==> src/logic/piu_pkg.sv <==
package piu_pkg;
  // ---------------------------------------------------------------
  // sources, in priority order (index 0 highest after reset)
  // ---------------------------------------------------------------
  localparam int NSRC = 11;
  localparam int SRC_PWD = 0;
  localparam int SRC_EXT2 = 1;
  localparam int SRC_LVL1 = 2;
  localparam int SRC_LVL0 = 3;
  localparam int SRC_S0TX = 4;
  localparam int SRC_S0RX = 5;
  localparam int SRC_EDGE = 6;
  localparam int SRC_BYTE_DMA_PORT = 7;
  localparam int SRC_S1TX = 8;
  localparam int SRC_S1RX = 9;
  localparam int SRC_TMR = 10;
  localparam int IDX_W = 4;
  localparam logic [IDX_W-1:0] IDX_NONE = 4'hF;
  // ---------------------------------------------------------------
  // vectors
  // ---------------------------------------------------------------
  localparam int VEC_W = 14;
  localparam logic [VEC_W-1:0] VEC_RESET = 14'h0000;
  localparam logic [VEC_W-1:0] VEC_PWD = 14'h002C;
  localparam logic [VEC_W-1:0] VEC_EXT2 = 14'h0004;
  localparam logic [VEC_W-1:0] VEC_LVL1 = 14'h0008;
  localparam logic [VEC_W-1:0] VEC_LVL0 = 14'h000C;
  localparam logic [VEC_W-1:0] VEC_S0TX = 14'h0010;
  localparam logic [VEC_W-1:0] VEC_S0RX = 14'h0014;
  localparam logic [VEC_W-1:0] VEC_EDGE = 14'h0018;
  localparam logic [VEC_W-1:0] VEC_BYTE_DMA_PORT = 14'h001C;
  localparam logic [VEC_W-1:0] VEC_S1TX = 14'h0020;
  localparam logic [VEC_W-1:0] VEC_S1RX = 14'h0024;
  localparam logic [VEC_W-1:0] VEC_TMR = 14'h0028;
  // ---------------------------------------------------------------
  // wishbone register map (byte addresses)
  // ---------------------------------------------------------------
  localparam int ADR_W = 4;
  localparam logic [ADR_W-1:0] ADR_MASK = 4'h0;
  localparam logic [ADR_W-1:0] ADR_CTRL = 4'h4;
  localparam logic [ADR_W-1:0] ADR_FORCE_CLEAR = 4'h8;
  localparam logic [ADR_W-1:0] ADR_STATUS = 4'hC;
  // control register fields
  localparam int CTL_SENSE0 = 0;
  localparam int CTL_SENSE1 = 1;
  localparam int CTL_SENSE2 = 2;
  localparam int CTL_NEST = 4;
  localparam int CTL_S1PIN = 5;
  localparam int CTL_CTXCLR = 6;
  localparam int CTL_W = 7;
  localparam logic [CTL_W-1:0] CTL_RESET = 7'h00;
  // force/clear register: force in 10:0, clear in 26:16, by source index
  localparam int FC_CLR_LSB = 16;
  // status register fields
  localparam int ST_PEND_LSB = 0;
  localparam int ST_GEN = 16;
  localparam int ST_DEPTH_LSB = 20;
  localparam int STACK_DEPTH = 12;
  localparam int DEPTH_W = 4;
  localparam logic [NSRC-1:0] MASK_RESET = 11'h000;

  typedef struct packed {
    logic [VEC_W-1:0] vector;
    logic valid;
  } piu_req_s;

  typedef struct packed {
    logic ack;
    logic rti;
    logic ena;
    logic dis;
    logic mask_wr;
  } piu_core_s;

  typedef enum logic [1:0] {
    ST_RUN = 2'b00,
    ST_REQ = 2'b01,
    ST_HOLD = 2'b11
  } piu_state_e;
endpackage

==> src/logic/piu_prio.sv <==
`timescale 1ns/10ps
module piu_prio (
  input wire logic [piu_pkg::NSRC-1:0] req_i,
  output logic [piu_pkg::IDX_W-1:0] idx_o,
  output logic hit_o
);
  import piu_pkg::*;
  // lowest index wins; loop from the bottom so the top overrides
  always_comb begin
    idx_o = IDX_NONE;
    hit_o = 1'b0;
    for (int i = NSRC - 1; i >= 0; i--) begin
      if (req_i[i]) begin
        idx_o = IDX_W'(i);
        hit_o = 1'b1;
      end
    end
  end
endmodule // piu_prio

==> src/logic/piu_unit.sv <==
`timescale 1ns/10ps
module piu_unit (
  input wire logic clk_i,
  input wire logic rst_i,
  input wire logic ce_i,
  input wire logic wb_cyc_i,
  input wire logic wb_stb_i,
  input wire logic wb_we_i,
  input wire logic [piu_pkg::ADR_W-1:0] wb_adr_i,
  input wire logic [3:0] wb_sel_i,
  input wire logic [31:0] wb_dat_i,
  output logic [31:0] wb_dat_o,
  output logic wb_ack_o,
  input wire logic ext_request_zero_i,
  input wire logic ext_request_one_i,
  input wire logic ext_request_two_i,
  input wire logic edge_request_pin_i,
  input wire logic level_request_zero_i,
  input wire logic level_request_one_i,
  input wire logic powerdown_i,
  input wire logic wake_i,
  input wire logic s0_tx_i,
  input wire logic s0_rx_i,
  input wire logic s1_tx_i,
  input wire logic s1_rx_i,
  input wire logic byte_dma_port_i,
  input wire logic timer_i,
  input wire piu_pkg::piu_core_s core_i,
  output piu_pkg::piu_req_s req_o,
  output logic [piu_pkg::DEPTH_W-1:0] depth_o,
  output logic irq_o
);
  import piu_pkg::*;

  function automatic logic [VEC_W-1:0] vec_of(input logic [IDX_W-1:0] idx);
    unique case (idx)
      4'h0: vec_of = VEC_PWD;
      4'h1: vec_of = VEC_EXT2;
      4'h2: vec_of = VEC_LVL1;
      4'h3: vec_of = VEC_LVL0;
      4'h4: vec_of = VEC_S0TX;
      4'h5: vec_of = VEC_S0RX;
      4'h6: vec_of = VEC_EDGE;
      4'h7: vec_of = VEC_BYTE_DMA_PORT;
      4'h8: vec_of = VEC_S1TX;
      4'h9: vec_of = VEC_S1RX;
      4'hA: vec_of = VEC_TMR;
      default: vec_of = VEC_RESET;
    endcase
  endfunction

  function automatic logic [NSRC-1:0] onehot(input logic [IDX_W-1:0] idx);
    onehot = (idx < IDX_W'(NSRC)) ? NSRC'(1) << idx : '0;
  endfunction

  // ---------------------------------------------------------------
  // pin synchronisers
  // ---------------------------------------------------------------
  localparam int NPIN = 7;
  logic [NPIN-1:0] pin_raw, pin_s1_q, pin_s2_q, pin_s3_q;
  assign pin_raw = {wake_i, powerdown_i, level_request_one_i, level_request_zero_i,
                    edge_request_pin_i, ext_request_one_i, ext_request_two_i};
  logic ext0_s1_q, ext0_s2_q, ext0_s3_q;

  always_ff @(posedge clk_i) begin
    if (rst_i) begin
      pin_s1_q <= '0;
      pin_s2_q <= '0;
      pin_s3_q <= '0;
      ext0_s1_q <= 1'b0;
      ext0_s2_q <= 1'b0;
      ext0_s3_q <= 1'b0;
    end else if (ce_i) begin
      pin_s1_q <= pin_raw;
      pin_s2_q <= pin_s1_q;
      pin_s3_q <= pin_s2_q;
      ext0_s1_q <= ext_request_zero_i;
      ext0_s2_q <= ext0_s1_q;
      ext0_s3_q <= ext0_s2_q;
    end
  end

  logic [NPIN-1:0] pin_rise;
  assign pin_rise = pin_s2_q & ~pin_s3_q;
  logic ext0_rise;
  assign ext0_rise = ext0_s2_q & ~ext0_s3_q;

  // ---------------------------------------------------------------
  // registers
  // ---------------------------------------------------------------
  logic [NSRC-1:0] mask_q;
  logic [CTL_W-1:0] ctl_q;
  logic gen_q;
  logic blk_q;
  logic [NSRC-1:0] pend_q;
  logic wb_hit, wr_en;
  assign wb_hit = wb_cyc_i && wb_stb_i && !wb_ack_o;
  assign wr_en = wb_hit && wb_we_i && ce_i;
  logic wr_mask, wr_ctl, wr_fc;
  assign wr_mask = wr_en && wb_adr_i == ADR_MASK && wb_sel_i[0] && wb_sel_i[1];
  assign wr_ctl = wr_en && wb_adr_i == ADR_CTRL && wb_sel_i[0];
  assign wr_fc = wr_en && wb_adr_i == ADR_FORCE_CLEAR;
  logic mask_mod;
  assign mask_mod = wr_mask || core_i.mask_wr;

  always_ff @(posedge clk_i) begin
    if (rst_i) begin
      mask_q <= MASK_RESET;
    end else if (ce_i && wr_mask) begin
      mask_q <= wb_dat_i[NSRC-1:0];
    end
  end

  always_ff @(posedge clk_i) begin
    if (rst_i) begin
      ctl_q <= CTL_RESET;
    end else if (ce_i && wr_ctl) begin
      ctl_q <= wb_dat_i[CTL_W-1:0];
    end
  end

  // mask change blocks selection in its own cycle and the next
  always_ff @(posedge clk_i) begin
    if (rst_i) begin
      blk_q <= 1'b0;
    end else if (ce_i) begin
      blk_q <= mask_mod;
    end
  end

  always_ff @(posedge clk_i) begin
    if (rst_i) begin
      gen_q <= 1'b1;
    end else if (ce_i) begin
      if (core_i.dis) begin
        gen_q <= 1'b0;
      end else if (core_i.ena) begin
        gen_q <= 1'b1;
      end
    end
  end

  // ---------------------------------------------------------------
  // request sensing
  // ---------------------------------------------------------------
  logic s1pin;
  assign s1pin = ctl_q[CTL_S1PIN];
  logic e0_lvl, e1_lvl, e2_lvl, e0_edg, e1_edg, e2_edg;
  assign e2_lvl = !ctl_q[CTL_SENSE2] && pin_s2_q[0];
  assign e1_lvl = !ctl_q[CTL_SENSE1] && pin_s2_q[1];
  assign e0_lvl = !ctl_q[CTL_SENSE0] && ext0_s2_q;
  assign e2_edg = ctl_q[CTL_SENSE2] && pin_rise[0];
  assign e1_edg = ctl_q[CTL_SENSE1] && pin_rise[1];
  assign e0_edg = ctl_q[CTL_SENSE0] && ext0_rise;

  // edge events that latch; serial pulses latch too
  logic [NSRC-1:0] set_ev;
  always_comb begin
    set_ev = '0;
    set_ev[SRC_PWD] = pin_rise[5];
    set_ev[SRC_EXT2] = e2_edg;
    set_ev[SRC_S0TX] = s0_tx_i;
    set_ev[SRC_S0RX] = s0_rx_i;
    set_ev[SRC_EDGE] = pin_rise[2];
    set_ev[SRC_BYTE_DMA_PORT] = byte_dma_port_i;
    set_ev[SRC_S1TX] = s1pin ? e1_edg : s1_tx_i;
    set_ev[SRC_S1RX] = s1pin ? e0_edg : s1_rx_i;
    set_ev[SRC_TMR] = timer_i;
  end

  // level requests are never latched
  logic [NSRC-1:0] lvl_req;
  always_comb begin
    lvl_req = '0;
    lvl_req[SRC_EXT2] = e2_lvl;
    lvl_req[SRC_LVL1] = pin_s2_q[4];
    lvl_req[SRC_LVL0] = pin_s2_q[3];
    lvl_req[SRC_S1TX] = s1pin && e1_lvl;
    lvl_req[SRC_S1RX] = s1pin && e0_lvl;
  end

  logic [NSRC-1:0] fc_force, fc_clear, ack_clr;
  assign fc_force = wr_fc ? wb_dat_i[NSRC-1:0] : '0;
  assign fc_clear = wr_fc ? wb_dat_i[FC_CLR_LSB +: NSRC] : '0;

  logic [IDX_W-1:0] cur_idx_q;
  assign ack_clr = core_i.ack ? onehot(cur_idx_q) : '0;

  // set wins over any clear in the same cycle
  always_ff @(posedge clk_i) begin
    if (rst_i) begin
      pend_q <= '0;
    end else if (ce_i) begin
      pend_q <= (pend_q & ~fc_clear & ~ack_clr) | set_ev | fc_force;
    end
  end

  // ---------------------------------------------------------------
  // selection
  // ---------------------------------------------------------------
  logic [NSRC-1:0] active, eligible;
  logic [IDX_W-1:0] win_idx;
  logic win_hit;
  always_comb begin
    active = pend_q | lvl_req;
    eligible = active & mask_q;
    eligible[SRC_PWD] = active[SRC_PWD];
  end

  piu_prio u_prio (
    .req_i(eligible),
    .idx_o(win_idx),
    .hit_o(win_hit)
  );

  // ---------------------------------------------------------------
  // nesting stack of running handlers
  // ---------------------------------------------------------------
  logic [IDX_W-1:0] stk_q [STACK_DEPTH];
  logic [DEPTH_W-1:0] depth_q;
  logic [IDX_W-1:0] run_idx;
  assign run_idx = (depth_q == '0) ? IDX_NONE : stk_q[depth_q - DEPTH_W'(1)];
  logic can_take;
  always_comb begin
    if (!gen_q || blk_q || mask_mod || !win_hit) begin
      can_take = 1'b0;
    end else if (depth_q == '0) begin
      can_take = 1'b1;
    end else if (depth_q == DEPTH_W'(STACK_DEPTH)) begin
      can_take = 1'b0;
    end else begin
      can_take = ctl_q[CTL_NEST] && win_idx < run_idx;
    end
  end

  piu_state_e st_q;
  logic wake_ctx;
  assign wake_ctx = pin_rise[6] && ctl_q[CTL_CTXCLR];

  always_ff @(posedge clk_i) begin
    if (rst_i) begin
      st_q <= ST_RUN;
      cur_idx_q <= IDX_NONE;
      req_o <= '{vector: VEC_RESET, valid: 1'b1};
    end else if (ce_i) begin
      unique case (st_q)
        ST_RUN: begin
          if (wake_ctx) begin
            req_o <= '{vector: VEC_RESET, valid: 1'b1};
            cur_idx_q <= IDX_NONE;
            st_q <= ST_REQ;
          end else if (req_o.valid) begin
            // reset vector still outstanding: nothing may displace it
            if (core_i.ack) begin
              req_o.valid <= 1'b0;
            end
          end else if (can_take) begin
            req_o <= '{vector: vec_of(win_idx), valid: 1'b1};
            cur_idx_q <= win_idx;
            st_q <= ST_REQ;
          end
        end
        ST_REQ: begin
          if (core_i.ack) begin
            req_o.valid <= 1'b0;
            st_q <= ST_HOLD;
          end
        end
        ST_HOLD: st_q <= ST_RUN;
      endcase
    end
  end

  // push on entry, pop on return
  always_ff @(posedge clk_i) begin
    if (rst_i || (ce_i && wake_ctx && st_q == ST_RUN)) begin
      depth_q <= '0;
    end else if (ce_i) begin
      if (st_q == ST_REQ && core_i.ack && cur_idx_q != IDX_NONE) begin
        stk_q[depth_q] <= cur_idx_q;
        depth_q <= depth_q + DEPTH_W'(1);
      end else if (core_i.rti && depth_q != '0) begin
        depth_q <= depth_q - DEPTH_W'(1);
      end
    end
  end
  assign depth_o = depth_q;
  assign irq_o = req_o.valid;

  // ---------------------------------------------------------------
  // wishbone read path and ack for every transfer; writes are decoded above
  // ---------------------------------------------------------------
  always_ff @(posedge clk_i) begin
    if (rst_i) begin
      wb_ack_o <= 1'b0;
      wb_dat_o <= '0;
    end else if (ce_i) begin
      wb_ack_o <= wb_hit;
      wb_dat_o <= '0;
      if (wb_hit && !wb_we_i) begin
        unique case (wb_adr_i)
          ADR_MASK: wb_dat_o[NSRC-1:0] <= mask_q;
          ADR_CTRL: wb_dat_o[CTL_W-1:0] <= ctl_q;
          ADR_STATUS: begin
            wb_dat_o[ST_PEND_LSB +: NSRC] <= active;
            wb_dat_o[ST_GEN] <= gen_q;
            wb_dat_o[ST_DEPTH_LSB +: DEPTH_W] <= depth_q;
          end
          default: wb_dat_o <= '0; // force/clear and unmapped read zero
        endcase
      end
    end
  end

  // ---------------------------------------------------------------
  // checks
  // ---------------------------------------------------------------
  a_pwd_vector: assert property (@(posedge clk_i) disable iff (rst_i)
    ce_i && st_q == ST_RUN && can_take && win_idx == IDX_W'(SRC_PWD) && !wake_ctx && !req_o.valid
    |=> req_o.vector == VEC_PWD) else $error("power-down vector wrong");
  a_mask_block: assert property (@(posedge clk_i) disable iff (rst_i)
    ce_i && mask_mod |=> !can_take) else $error("interrupt taken after mask write");
  a_gen_off: assert property (@(posedge clk_i) disable iff (rst_i)
    !gen_q |-> !can_take) else $error("interrupt taken while disabled");
  a_masked_out: assert property (@(posedge clk_i) disable iff (rst_i)
    win_hit && win_idx != IDX_W'(SRC_PWD) |-> mask_q[win_idx]) else $error("masked source selected");
  a_nest_off: assert property (@(posedge clk_i) disable iff (rst_i)
    !ctl_q[CTL_NEST] && depth_q != '0 |-> !can_take) else $error("nested without nesting mode");
  a_stack_bound: assert property (@(posedge clk_i) disable iff (rst_i)
    depth_q <= DEPTH_W'(STACK_DEPTH)) else $error("stack overflow");
  a_edge_latch: assert property (@(posedge clk_i) disable iff (rst_i)
    ce_i && set_ev[SRC_EDGE] |=> pend_q[SRC_EDGE]) else $error("edge request lost");
  a_fc_read: assert property (@(posedge clk_i) disable iff (rst_i)
    ce_i && wb_hit && !wb_we_i && wb_adr_i == ADR_FORCE_CLEAR |=> wb_ack_o && wb_dat_o == '0)
    else $error("force/clear readable");
  a_reset_en: assert property (@(posedge clk_i) $fell(rst_i) |-> gen_q) else $error("not enabled after reset");
endmodule // piu_unit

==> config.mk <==
export PLATFORM = sky130hd
export DESIGN_NAME = piu_unit
export DESIGN_NICKNAME = d
export VERILOG_FILES = /design/src/logic/piu_pkg.sv /design/src/logic/piu_prio.sv /design/src/logic/piu_unit.sv
export SDC_FILE = /design/constraint.sdc
export NUM_CORES = 1
export LEC_CHECK = 0
export BUFFER_PORTS_ARGS = -buffer_cell sky130_fd_sc_hd__buf_4
export CORE_MARGIN = 2
export CORE_UTILIZATION = 56
export DETAILED_ROUTE_END_ITERATION = 7
export PLACE_DENSITY = 0.87
export SLEW_MARGIN = 20
export SYNTH_ARGS = -nofsm -noshare
export SYNTH_HDL_FRONTEND = slang
export SYNTH_SLANG_ARGS = --single-unit
export TNS_END_PERCENT = 100
==> constraint.sdc <==
create_clock -name clk_i -period 5.2 [get_ports clk_i]
set_clock_uncertainty 0.1 [all_clocks]
set_input_delay 1.04 -clock clk_i [delete_from_list [all_inputs] [get_ports clk_i]]
set_output_delay 1.04 -clock clk_i [all_outputs]
set_load 0.01 [all_outputs]
==> flow_metrics.env, run 1 <==
export IMPL_cts_sinks=133
export IMPL_whs_path_depth=2
export IMPL_async_flop_share=0
export IMPL_cts_root_buf="clkbuf_16"
export IMPL_grt_busiest_layer="met2"
export IMPL_cp_end_kind="flop"
export IMPL_core_um2=11270
export IMPL_synth_edf_count=48
export IMPL_drive_gt1_frac=0.1909
export IMPL_vdd_drop_max_uv=263.2
export IMPL_yosysTopAreaCell="dfxtp_1"
export IMPL_synthTopCellsByArea="dfxtp_1, edfxtp_1, mux2i_1"
export IMPL_cts_resized=0
export IMPL_postSynthCellCount=630
export IMPL_r2r_cells=15
export IMPL_crit_type="reg -> reg"
export IMPL_ys_warn_count=0
export IMPL_outcome="complete, no violations"
export IMPL_max_slew_margin=0.3608
export IMPL_worst_slack_ps=1022
export IMPL_dpl_hpwl_mm=10.65
export IMPL_cts_tree="built"
export IMPL_cts_made_buffers=17
export IMPL_worstMarginPinSlew_ps=955.3
export IMPL_cts_max_level=4
export IMPL_area_growth_pct=17.29
export IMPL_period_share=0.8035
export IMPL_slowest_stage="ha_1"
export IMPL_ys_seq_elements=133
export IMPL_place_congestion=0.8928
export IMPL_required_ps=5440
export IMPL_hold_path_end="wb_dat_o[10]"
export IMPL_clk_pin_slew_ps=60
export IMPL_overflow=0
export IMPL_use_met1=0.2841
export IMPL_routed_wl_mm=15.72
export IMPL_diodes=0
export IMPL_maxSlewViolCount=0
export IMPL_stdcell_area_um2=7513
export IMPL_rr_endpoint="cur_idx_q[0]"
export IMPL_port_buffers=79
export IMPL_dp_slack_ps=1063
export IMPL_fp_dieW_um=111.0
export IMPL_nets=766
export IMPL_num_rows=39
export IMPL_fin_crit_ps=4178
export IMPL_wl_per_cell_um=18.49
export IMPL_netlist_area_um2=6406
export IMPL_dpl_cell_area_um2=6955
export IMPL_die_y_um=111.0
export IMPL_finalSetupViolCount=0
export IMPL_ys_types=64
export IMPL_clock_latency_ps=420
export IMPL_crit_chain="inv_1, ha_1, mux4_2, mux2i_1, nor2_1, a221oi_1, ha_1, nand2_1, nand3b_1, a21oi_1, o21ai_0, a221oi_1, nor4bb_2, buf_4, mux2i_1"
export IMPL_use_met3=0.06014
export IMPL_grt_total_usage=0.2532
export IMPL_fmax_mhz=239.3
export IMPL_grt_pass1_vias=5155
export IMPL_yosys_top_cells_count="nor2_1, dfxtp_1, mux2i_1, edfxtp_1, nand2_1"
export IMPL_maxCapViolCount=0
export IMPL_yosys_most_used_dff="dfxtp_1"
export IMPL_grt_max_degree=76
export IMPL_num_vias=5120
export IMPL_clk_path_buf_depth=2
export IMPL_io_pins=118
export IMPL_grt_pass1_wl_mm=24.63
export IMPL_synth_top_area_frac=0.2656
export IMPL_hold_path_class="reg -> reg"
export IMPL_fin_tns_setup_ps=0
export IMPL_worstPathMaxFanout=13
export IMPL_rrSetupSlack_ps=1020
export IMPL_total_power_w=0.002479
export IMPL_detail_route_vias_per_cell=6.024
export IMPL_met2_usage=0.4458
export IMPL_drt_iter0_markers=368
export IMPL_hold_violations=0
export IMPL_cts_setup_buffers=0
export IMPL_p_leak_nw=2.904
export IMPL_holdBufCountCts=0
export IMPL_p_per_area_nw_per_um2=330.0
export IMPL_min_delay_start="wb_dat_o[10]"
export IMPL_rsz0062_at_grt="false"
export IMPL_yosysMostFrequentCell="nor2_1"
export IMPL_remaining_drc_errors=0
export IMPL_antenna_found_initial=0
export IMPL_dieArea_um2=12310
export IMPL_cp_start_kind="flop"
export IMPL_avgSynthCellArea_um2=10.17
export IMPL_start_util=0.5683
export IMPL_slowest_delay_ps=700
export IMPL_dr_pass1_iters=5
export IMPL_ys_seq_area_frac=0.4906
export IMPL_final_antenna_net_count=0
export IMPL_cp_data_arrival_time_ps=4420
export IMPL_reg2reg_from="depth_o[1]"
==> cell usage in the layout (no fill, tap or decap), types with 16 or more instances in the layout <==
master,synthesis,routed
a21oi_1,31,31
buf_4,27,84
clkbuf_16,0,17
conb_1,1,26
dfxtp_1,85,85
edfxtp_1,48,48
mux2i_1,57,57
nand2_1,42,42
nand3_1,16,16
nor2_1,101,101
o21ai_0,20,20
==> critical path, delay by kind of cell (launching register included) <==
kind / cells / cell delay (ps)
adder cells (fa/ha/maj): 2 / 1020
multiplexers: 3 / 780
flip-flops: 1 / 520
buffers and inverters: 2 / 380
AND/OR/NAND/NOR: 4 / 540
AO/OA/AOI/OAI: 4 / 750
==> state kept, by name (all words and copies together), names as in the netlist, 2 cells and up <==
signal,cells
depth_o,4
mask_q,11
pin_s3_q,5
ctl_q,7
stk_q,48
cur_idx_q,4
req_o,4
pend_q,11
st_q,2
pin_s1_q,7
pin_s2_q,7
wb_dat_o,16
==> metrics by stage <==
step | std cells | hold slack, ps | utilization
after floorplan | 655 | 350.9 | -
after global placement | 818 | 356.1 | 0.6171
after detailed placement | 818 | 367.1 | 0.6171
after CTS | 850 | 376.1 | 0.6666
after global routing | 850 | 402.9 | 0.6666
final | 850 | 375.4 | 0.6666
==> layer usage <==
layer  routed length [um]  up-vias
li1                     -     2334
met4                  676        0
met2                 8137      258
met1                 5826     2467
met5                    0        -
met3                 1078       61
==> area by class of cell <==
type | instances | area [um2]
fillers | 828 | 3759
inverters | 8 | 30.03
well taps | 143 | 178.9
flip-flops and latches | 133 | 3143
clock buffers | 18 | 429.2
clock inverters | 14 | 128.9
multi-input cells | 450 | 2973
repair buffers | 84 | 630.6
==> worst max-delay path by stage <==
stage | start | endpoint | slack (ps) | cells after the start
floorplan | depth_o[0] | cur_idx_q[0] | 1250 | 17
global placement | depth_o[1] | req_o[3] | 1240 | 15
detailed placement | depth_o[1] | cur_idx_q[0] | 1060 | 13
CTS | depth_o[1] | cur_idx_q[0] | 1050 | 15
global route | depth_o[1] | cur_idx_q[1] | 820 | 15
finish | depth_o[1] | cur_idx_q[0] | 1020 | 15
==> power by group <==
group	total [W]	switching (W)	internal (W)
logic	0.000242	0.000137	0.000105
clock network	0.00113	0.000472	0.000660
registers	0.00111	0.0000197	0.00109
total	0.00248	0.000628	0.00185
==> logic make-up (layout without fill, tap and decap cells) <==
logic type / after synthesis / in the layout / share of synthesized area
fa+ha+maj: 7 / 7 / 0.01367
other cells: 1 / 26 / 0.0005854
flops: 133 / 133 / 0.4906
buf+inv: 72 / 124 / 0.06094
simple gates: 232 / 232 / 0.1738
mux: 69 / 69 / 0.1313
compound gates: 111 / 111 / 0.1193
xor+xnor: 5 / 5 / 0.009767
Note: power is estimated with default switching activity, not from simulation.
==> run 2: changes to the inputs <==
--- a/config.mk
+++ b/config.mk
@@ -7,9 +7,9 @@
 export LEC_CHECK = 0
 export BUFFER_PORTS_ARGS = -buffer_cell sky130_fd_sc_hd__buf_4
 export CORE_MARGIN = 2
-export CORE_UTILIZATION = 56
+export CORE_UTILIZATION = 50
 export DETAILED_ROUTE_END_ITERATION = 7
-export PLACE_DENSITY = 0.87
+export PLACE_DENSITY = 0.83
 export SLEW_MARGIN = 20
 export SYNTH_ARGS = -nofsm -noshare
 export SYNTH_HDL_FRONTEND = slang
==> constraint.sdc (replaced) <==
create_clock -name clk_i -period 3.65 [get_ports clk_i]
set_clock_uncertainty 0.1 [all_clocks]
set_input_delay 0.73 -clock clk_i [delete_from_list [all_inputs] [get_ports clk_i]]
set_output_delay 0.73 -clock clk_i [all_outputs]
set_load 0.01 [all_outputs]
==> run 2 against run 1 <==
  * Cell count is 5.6% higher
  * Critical path depth decreased by 1
  * Critical endpoint is now req_o[6]
  * Sequential power is 41% higher
==> flow_metrics.env, run 2 (synthesis gave the netlist of run 1 again) <==
export IMPL_drt_iter0_markers=466
export IMPL_grt_total_usage=0.2419
export IMPL_grt_pass1_vias=4952
export IMPL_remaining_drc_errors=0
export IMPL_largest_register="stk_q"
export IMPL_clock_latency_ps=430
export IMPL_vdd_drop_max_uv=360.2
export IMPL_drive_gt1_frac=0.2204
export IMPL_crit_chain="inv_1, ha_4, buf_4, mux4_2, a221oi_2, ha_1, nand2_1, nand3b_1, a21oi_1, o21ai_0, a221oi_1, nor4bb_4, buf_6, mux2i_1"
export IMPL_fp_dieW_um=117.2
export IMPL_num_vias=5074
export IMPL_max_slew_margin=0.3856
export IMPL_cp_top_family="compound AO/OA/AOI/OAI gates"
export IMPL_cts_tree="built"
export IMPL_start_util=0.5097
export IMPL_cts_sinks=133
export IMPL_dp_cells=863
export IMPL_dr_pass1_iters=5
export IMPL_io_pins=118
export IMPL_maxCapViolCount=0
export IMPL_cp_end_kind="flop"
export IMPL_diodes=0
export IMPL_antenna_found_initial=0
export IMPL_detail_route_vias_per_cell=5.650
export IMPL_stdcell_count=898
export IMPL_area_growth_pct=21.17
export IMPL_port_buffers=79
export IMPL_slowest_delay_ps=360
export IMPL_grt_max_degree=76
export IMPL_dieArea_um2=13730
export IMPL_finalSetupViolCount=0
export IMPL_crit_type="reg -> reg"
export IMPL_cts_max_level=4
export IMPL_largestRegisters="stk_q: 48 flops, wb_dat_o: 16 flops"
export IMPL_cts_root_buf="clkbuf_16"
export IMPL_wl_per_cell_um=18.22
export IMPL_cp_start_kind="flop"
export IMPL_worstMarginPinSlew_ps=920.3
export IMPL_clk_pin_slew_ps=60
export IMPL_cts_made_buffers=17
export IMPL_final_antenna_net_count=0
export IMPL_num_rows=41
export IMPL_fin_crit_ps=3516
export IMPL_period_share=0.9633
export IMPL_maxSlewViolCount=0
export IMPL_slowest_stage="dfxtp_2"
export IMPL_holdWs_ps=365.1
export IMPL_overflow=0
export IMPL_largest_reg_flops=48
export IMPL_worstPathMaxFanout=7
export IMPL_required_ps=3890
export IMPL_total_power_w=0.003618
export IMPL_place_congestion=0.8877
export IMPL_clk_path_buf_depth=2
export IMPL_hold_violations=0
export IMPL_grt_pass1_wl_mm=24.97
export IMPL_outcome="complete, no violations"
export IMPL_nets=785
export IMPL_p_leak_nw=3.011
export IMPL_fmax_mhz=284.4
export IMPL_core_um2=12570
export IMPL_p_per_area_nw_per_um2=466.0
export IMPL_routed_wl_mm=16.36
export IMPL_crit_buf_inv=3
export IMPL_holdBufCountCts=0
export IMPL_rsz0062_at_grt="false"
export IMPL_cp_data_arrival_time_ps=3760
export IMPL_dpl_hpwl_mm=11.32
export IMPL_die_y_um=117.2
export IMPL_final_cell_mix="nor2_1, buf_4, dfxtp_1, mux2i_1, edfxtp_1"
export IMPL_hold_path_class="reg -> reg"
[run 2: cell count changes in the layout (fill, tap and decap cells not counted), sizes merged]
cell      previous run  this run
inv                 11        15
clkbuf              18        17
buf                 84       103
clkinvlp             5         4
clkinv               5         3
[run 2: final timing paths]
kind                    from        to  slack (ps)  cells after the start
setup reg to reg  depth_o[0]  req_o[6]         130                     14
hold reg to reg     req_o[3]  req_o[3]         370                      2
setup / recovery  depth_o[0]  req_o[6]         130                     14
hold / removal      req_o[3]  req_o[3]         370                      2
[run 2: final cells by class]
cell class                      instances  area, um2
Inverter                                8      30.03
Sequential cell                       133       3144
Tap cell                              172      215.2
Fill cell                            1005       4806
Clock buffer                           17      425.4
Multi-Input combinational cell        450       3013
Clock inverter                         15      145.1
Timing Repair Buffer                  103      789.5
[run 2: worst register-to-register path, delay by kind of cell, from the launching register on]
family / cells / cell delay [ps]
muxes: 2 / 570
adders and majority gates: 2 / 650
and+or+nand+nor: 3 / 520
AOI/OAI and AO/OA: 4 / 800
buffers and inverters: 3 / 430
DFF: 1 / 360
[run 2: routing by layer]
layer  up-vias  track usage  wire length (um)
li1       2376            -                 -
met1      2429       0.2923              6388
met2       226       0.4115              8457
met3        43      0.05561              1017
met4         0       0.1106               498
met5         -            0                 0
[run 2: metrics by stage]
step	worst slack [ps]	area (um2)	TNS [ps]	utilization
2_1_floorplan	24.88	6513	0	-
3_3_place_gp	92.31	7124	0	0.5668
3_5_place_dp	-143.4	7124	-906.0	0.5668
4_1_cts	0.9912	7732	0	0.6152
5_1_grt	10.01	7762	0	0.6176
6_report	134.1	7762	0	0.6176
[run 2: report_power, final]
part / switching, W / internal, W
combinational: 0.000224 / 0.000185
clock: 0.000688 / 0.000951
sequential: 0.0000227 / 0.00155
[run 2: what timing repair did]
item	in CTS	in global routing
pin swaps	0	2
buffers inserted	1	1
cloned	1	0
resized for setup	6	6
endpoints found under the setup margin	10	10
==> run 3: changes to the inputs <==
--- a/config.mk
+++ b/config.mk
@@ -7,9 +7,9 @@
 export LEC_CHECK = 0
 export BUFFER_PORTS_ARGS = -buffer_cell sky130_fd_sc_hd__buf_4
 export CORE_MARGIN = 2
-export CORE_UTILIZATION = 50
+export CORE_UTILIZATION = 56
 export DETAILED_ROUTE_END_ITERATION = 7
-export PLACE_DENSITY = 0.83
+export PLACE_DENSITY = 0.87
 export SLEW_MARGIN = 20
 export SYNTH_ARGS = -nofsm -noshare
 export SYNTH_HDL_FRONTEND = slang
==> constraint.sdc (replaced) <==
create_clock -name clk_i -period 3.9 [get_ports clk_i]
set_clock_uncertainty 0.1 [all_clocks]
set_input_delay 0.78 -clock clk_i [delete_from_list [all_inputs] [get_ports clk_i]]
set_output_delay 0.78 -clock clk_i [all_outputs]
set_load 0.01 [all_outputs]
==> run 3 against run 2 <==
  * Cell area fell by 1.1%
  * Hold slack got worse by 5.1 ps
  * Die area fell by 10%
  * Fmax fell by 4.3%
  * Critical path type unchanged
  * Combinational power fell by 11%
  * Via count rose by 1.2%
  * Cell count fell by 4.3%
  * Count of clock-buffer cells in the layout rose by 1
==> flow_metrics.env, run 3 (synthesis gave the netlist of run 1 again) <==
export IMPL_rrSetupSlack_ps=230
export IMPL_core_um2=11270
export IMPL_cp_start_kind="flop"
export IMPL_use_met3=0.05303
export IMPL_overflow=0
export IMPL_clock_latency_ps=410
export IMPL_hold_path_end="req_o[3]"
export IMPL_clk_pin_slew_ps=60
export IMPL_layout_commonest_cell="nor2_1"
export IMPL_num_vias=5136
export IMPL_period_share=0.9417
export IMPL_routed_wl_mm=16.16
export IMPL_reg2reg_from="depth_o[0]"
export IMPL_p_leak_nw=2.993
export IMPL_port_buffers=79
export IMPL_grt_total_usage=0.2648
export IMPL_fill_cells=797
export IMPL_fmax_mhz=272.3
export IMPL_worstPathMaxFanout=10
export IMPL_cts_root_buf="clkbuf_16"
export IMPL_die_y_um=111.0
export IMPL_dieArea_um2=12310
export IMPL_io_pins=118
export IMPL_grt_pass1_wl_mm=25.81
export IMPL_hold_violations=0
export IMPL_met2_usage=0.4491
export IMPL_rr_endpoint="req_o[5]"
export IMPL_wl_per_cell_um=18.81
export IMPL_worstMarginPinSlew_ps=913.7
export IMPL_grt_busiest_layer="met2"
export IMPL_r2r_cells=15
export IMPL_holdBufCountCts=0
export IMPL_cts_sinks=133
export IMPL_cp_end_kind="flop"
export IMPL_hold_path_class="reg -> reg"
export IMPL_grt_pass1_vias=5139
export IMPL_outcome="complete, no violations"
export IMPL_whs_path_depth=2
export IMPL_remaining_drc_errors=0
export IMPL_diodes=0
export IMPL_largestRegisters="stk_q: 48 flops, wb_dat_o: 16 flops"
export IMPL_dr_pass1_iters=8
export IMPL_place_congestion=0.9180
export IMPL_multiInputGateArea_um2=2992
export IMPL_cp_data_arrival_time_ps=3900
export IMPL_clk_path_buf_depth=2
export IMPL_p_per_area_nw_per_um2=459.7
export IMPL_min_delay_start="req_o[3]"
export IMPL_stdcell_area_um2=7675
export IMPL_dpl_hpwl_mm=11.08
export IMPL_maxSlewViolCount=0
export IMPL_finalSetupViolCount=0
export IMPL_crit_type="reg -> reg"
export IMPL_required_ps=4120
export IMPL_regArea_um2=3143
export IMPL_fin_crit_ps=3673
export IMPL_max_slew_margin=0.3901
export IMPL_holdWs_ps=360.0
export IMPL_drive_gt1_frac=0.2039
export IMPL_cts_max_level=4
export IMPL_rsz0062_at_grt="false"
export IMPL_use_met1=0.3233
export IMPL_post_route_util=0.6809
export IMPL_detail_route_vias_per_cell=5.979
export IMPL_cts_made_buffers=17
export IMPL_antenna_found_initial=0
export IMPL_start_util=0.5683
export IMPL_area_growth_pct=19.80
export IMPL_dpl_cell_area_um2=7023
export IMPL_largest_reg_flops=48
export IMPL_grt_max_degree=76
export IMPL_cts_tree="built"
export IMPL_drt_iter0_markers=539
export IMPL_vdd_drop_max_uv=359.8
export IMPL_num_rows=39
export IMPL_fp_dieW_um=111.0
export IMPL_final_antenna_net_count=0
export IMPL_final_cell_mix="nor2_1, buf_4, dfxtp_1, mux2i_1, edfxtp_1"
export IMPL_maxCapViolCount=0
export IMPL_nets=775
export IMPL_largest_register="stk_q"
[run 3: per-layer routing]
metal	wire (um)	up-vias
met5	0	-
met2	8161	268
met1	6188	2453
met4	669	0
met3	1140	60
li1	-	2355
[run 3: critical path, cell delays in order, from the launching register on]
cell and delay, ps:
dfxtp_1 350, inv_1 130, ha_4 370, mux4_2 320, mux2i_1 150, nor2_1 80
a221oi_2 240, ha_1 310, nand2_1 80, nand3b_1 110, a21oi_1 170, o21ai_0 110
a221oi_1 240, nor4bb_2 340, buf_4 250, mux2i_1 220
[run 3: final cells by class]
class	instances	share of cell area
clock buffer	18	0.05592
clock inverter	14	0.02608
inverter	8	0.003913
multi-input combinational	450	0.3898
sequential	133	0.4095
tap	143	0.02331
timing repair buffer	93	0.09146
[run 3: where the power goes]
group	total, W	internal [W]	switching (W)
registers	0.00147	0.00145	0.0000187
clock network	0.00170	0.00108	0.000621
logic	0.000362	0.000159	0.000203
[run 3: worst max-delay path by stage]
stage          slack (ps)            to  startpoint
2_1_floorplan         130  cur_idx_q[0]  depth_o[0]
3_3_place_gp          350      req_o[5]  depth_o[0]
3_5_place_dp          -20      req_o[5]  depth_o[0]
4_1_cts                80      req_o[5]  depth_o[0]
5_1_grt                50      req_o[4]  depth_o[0]
6_report              230      req_o[5]  depth_o[0]
[run 3: timing repair]
| item | CTS | global route |
|---|---|---|
| endpoints found under the setup margin | 1 | 10 |
| resized for setup | 1 | 3 |
| setup buffers | 0 | 0 |
| hold endpoints to repair | 0 | 0 |
[run 3: metrics by stage]
stage          cells  total power (W)  setup TNS, ps  setup WS (ps)
3_5_place_dp     827         0.001839         -19.09         -19.09
2_1_floorplan    655         0.001735              0          129.2
3_3_place_gp     827         0.001822              0          346.2
6_report         859         0.003528              0          227.2
5_1_grt          859         0.003625              0          49.44
4_1_cts          859         0.003526              0          82.06
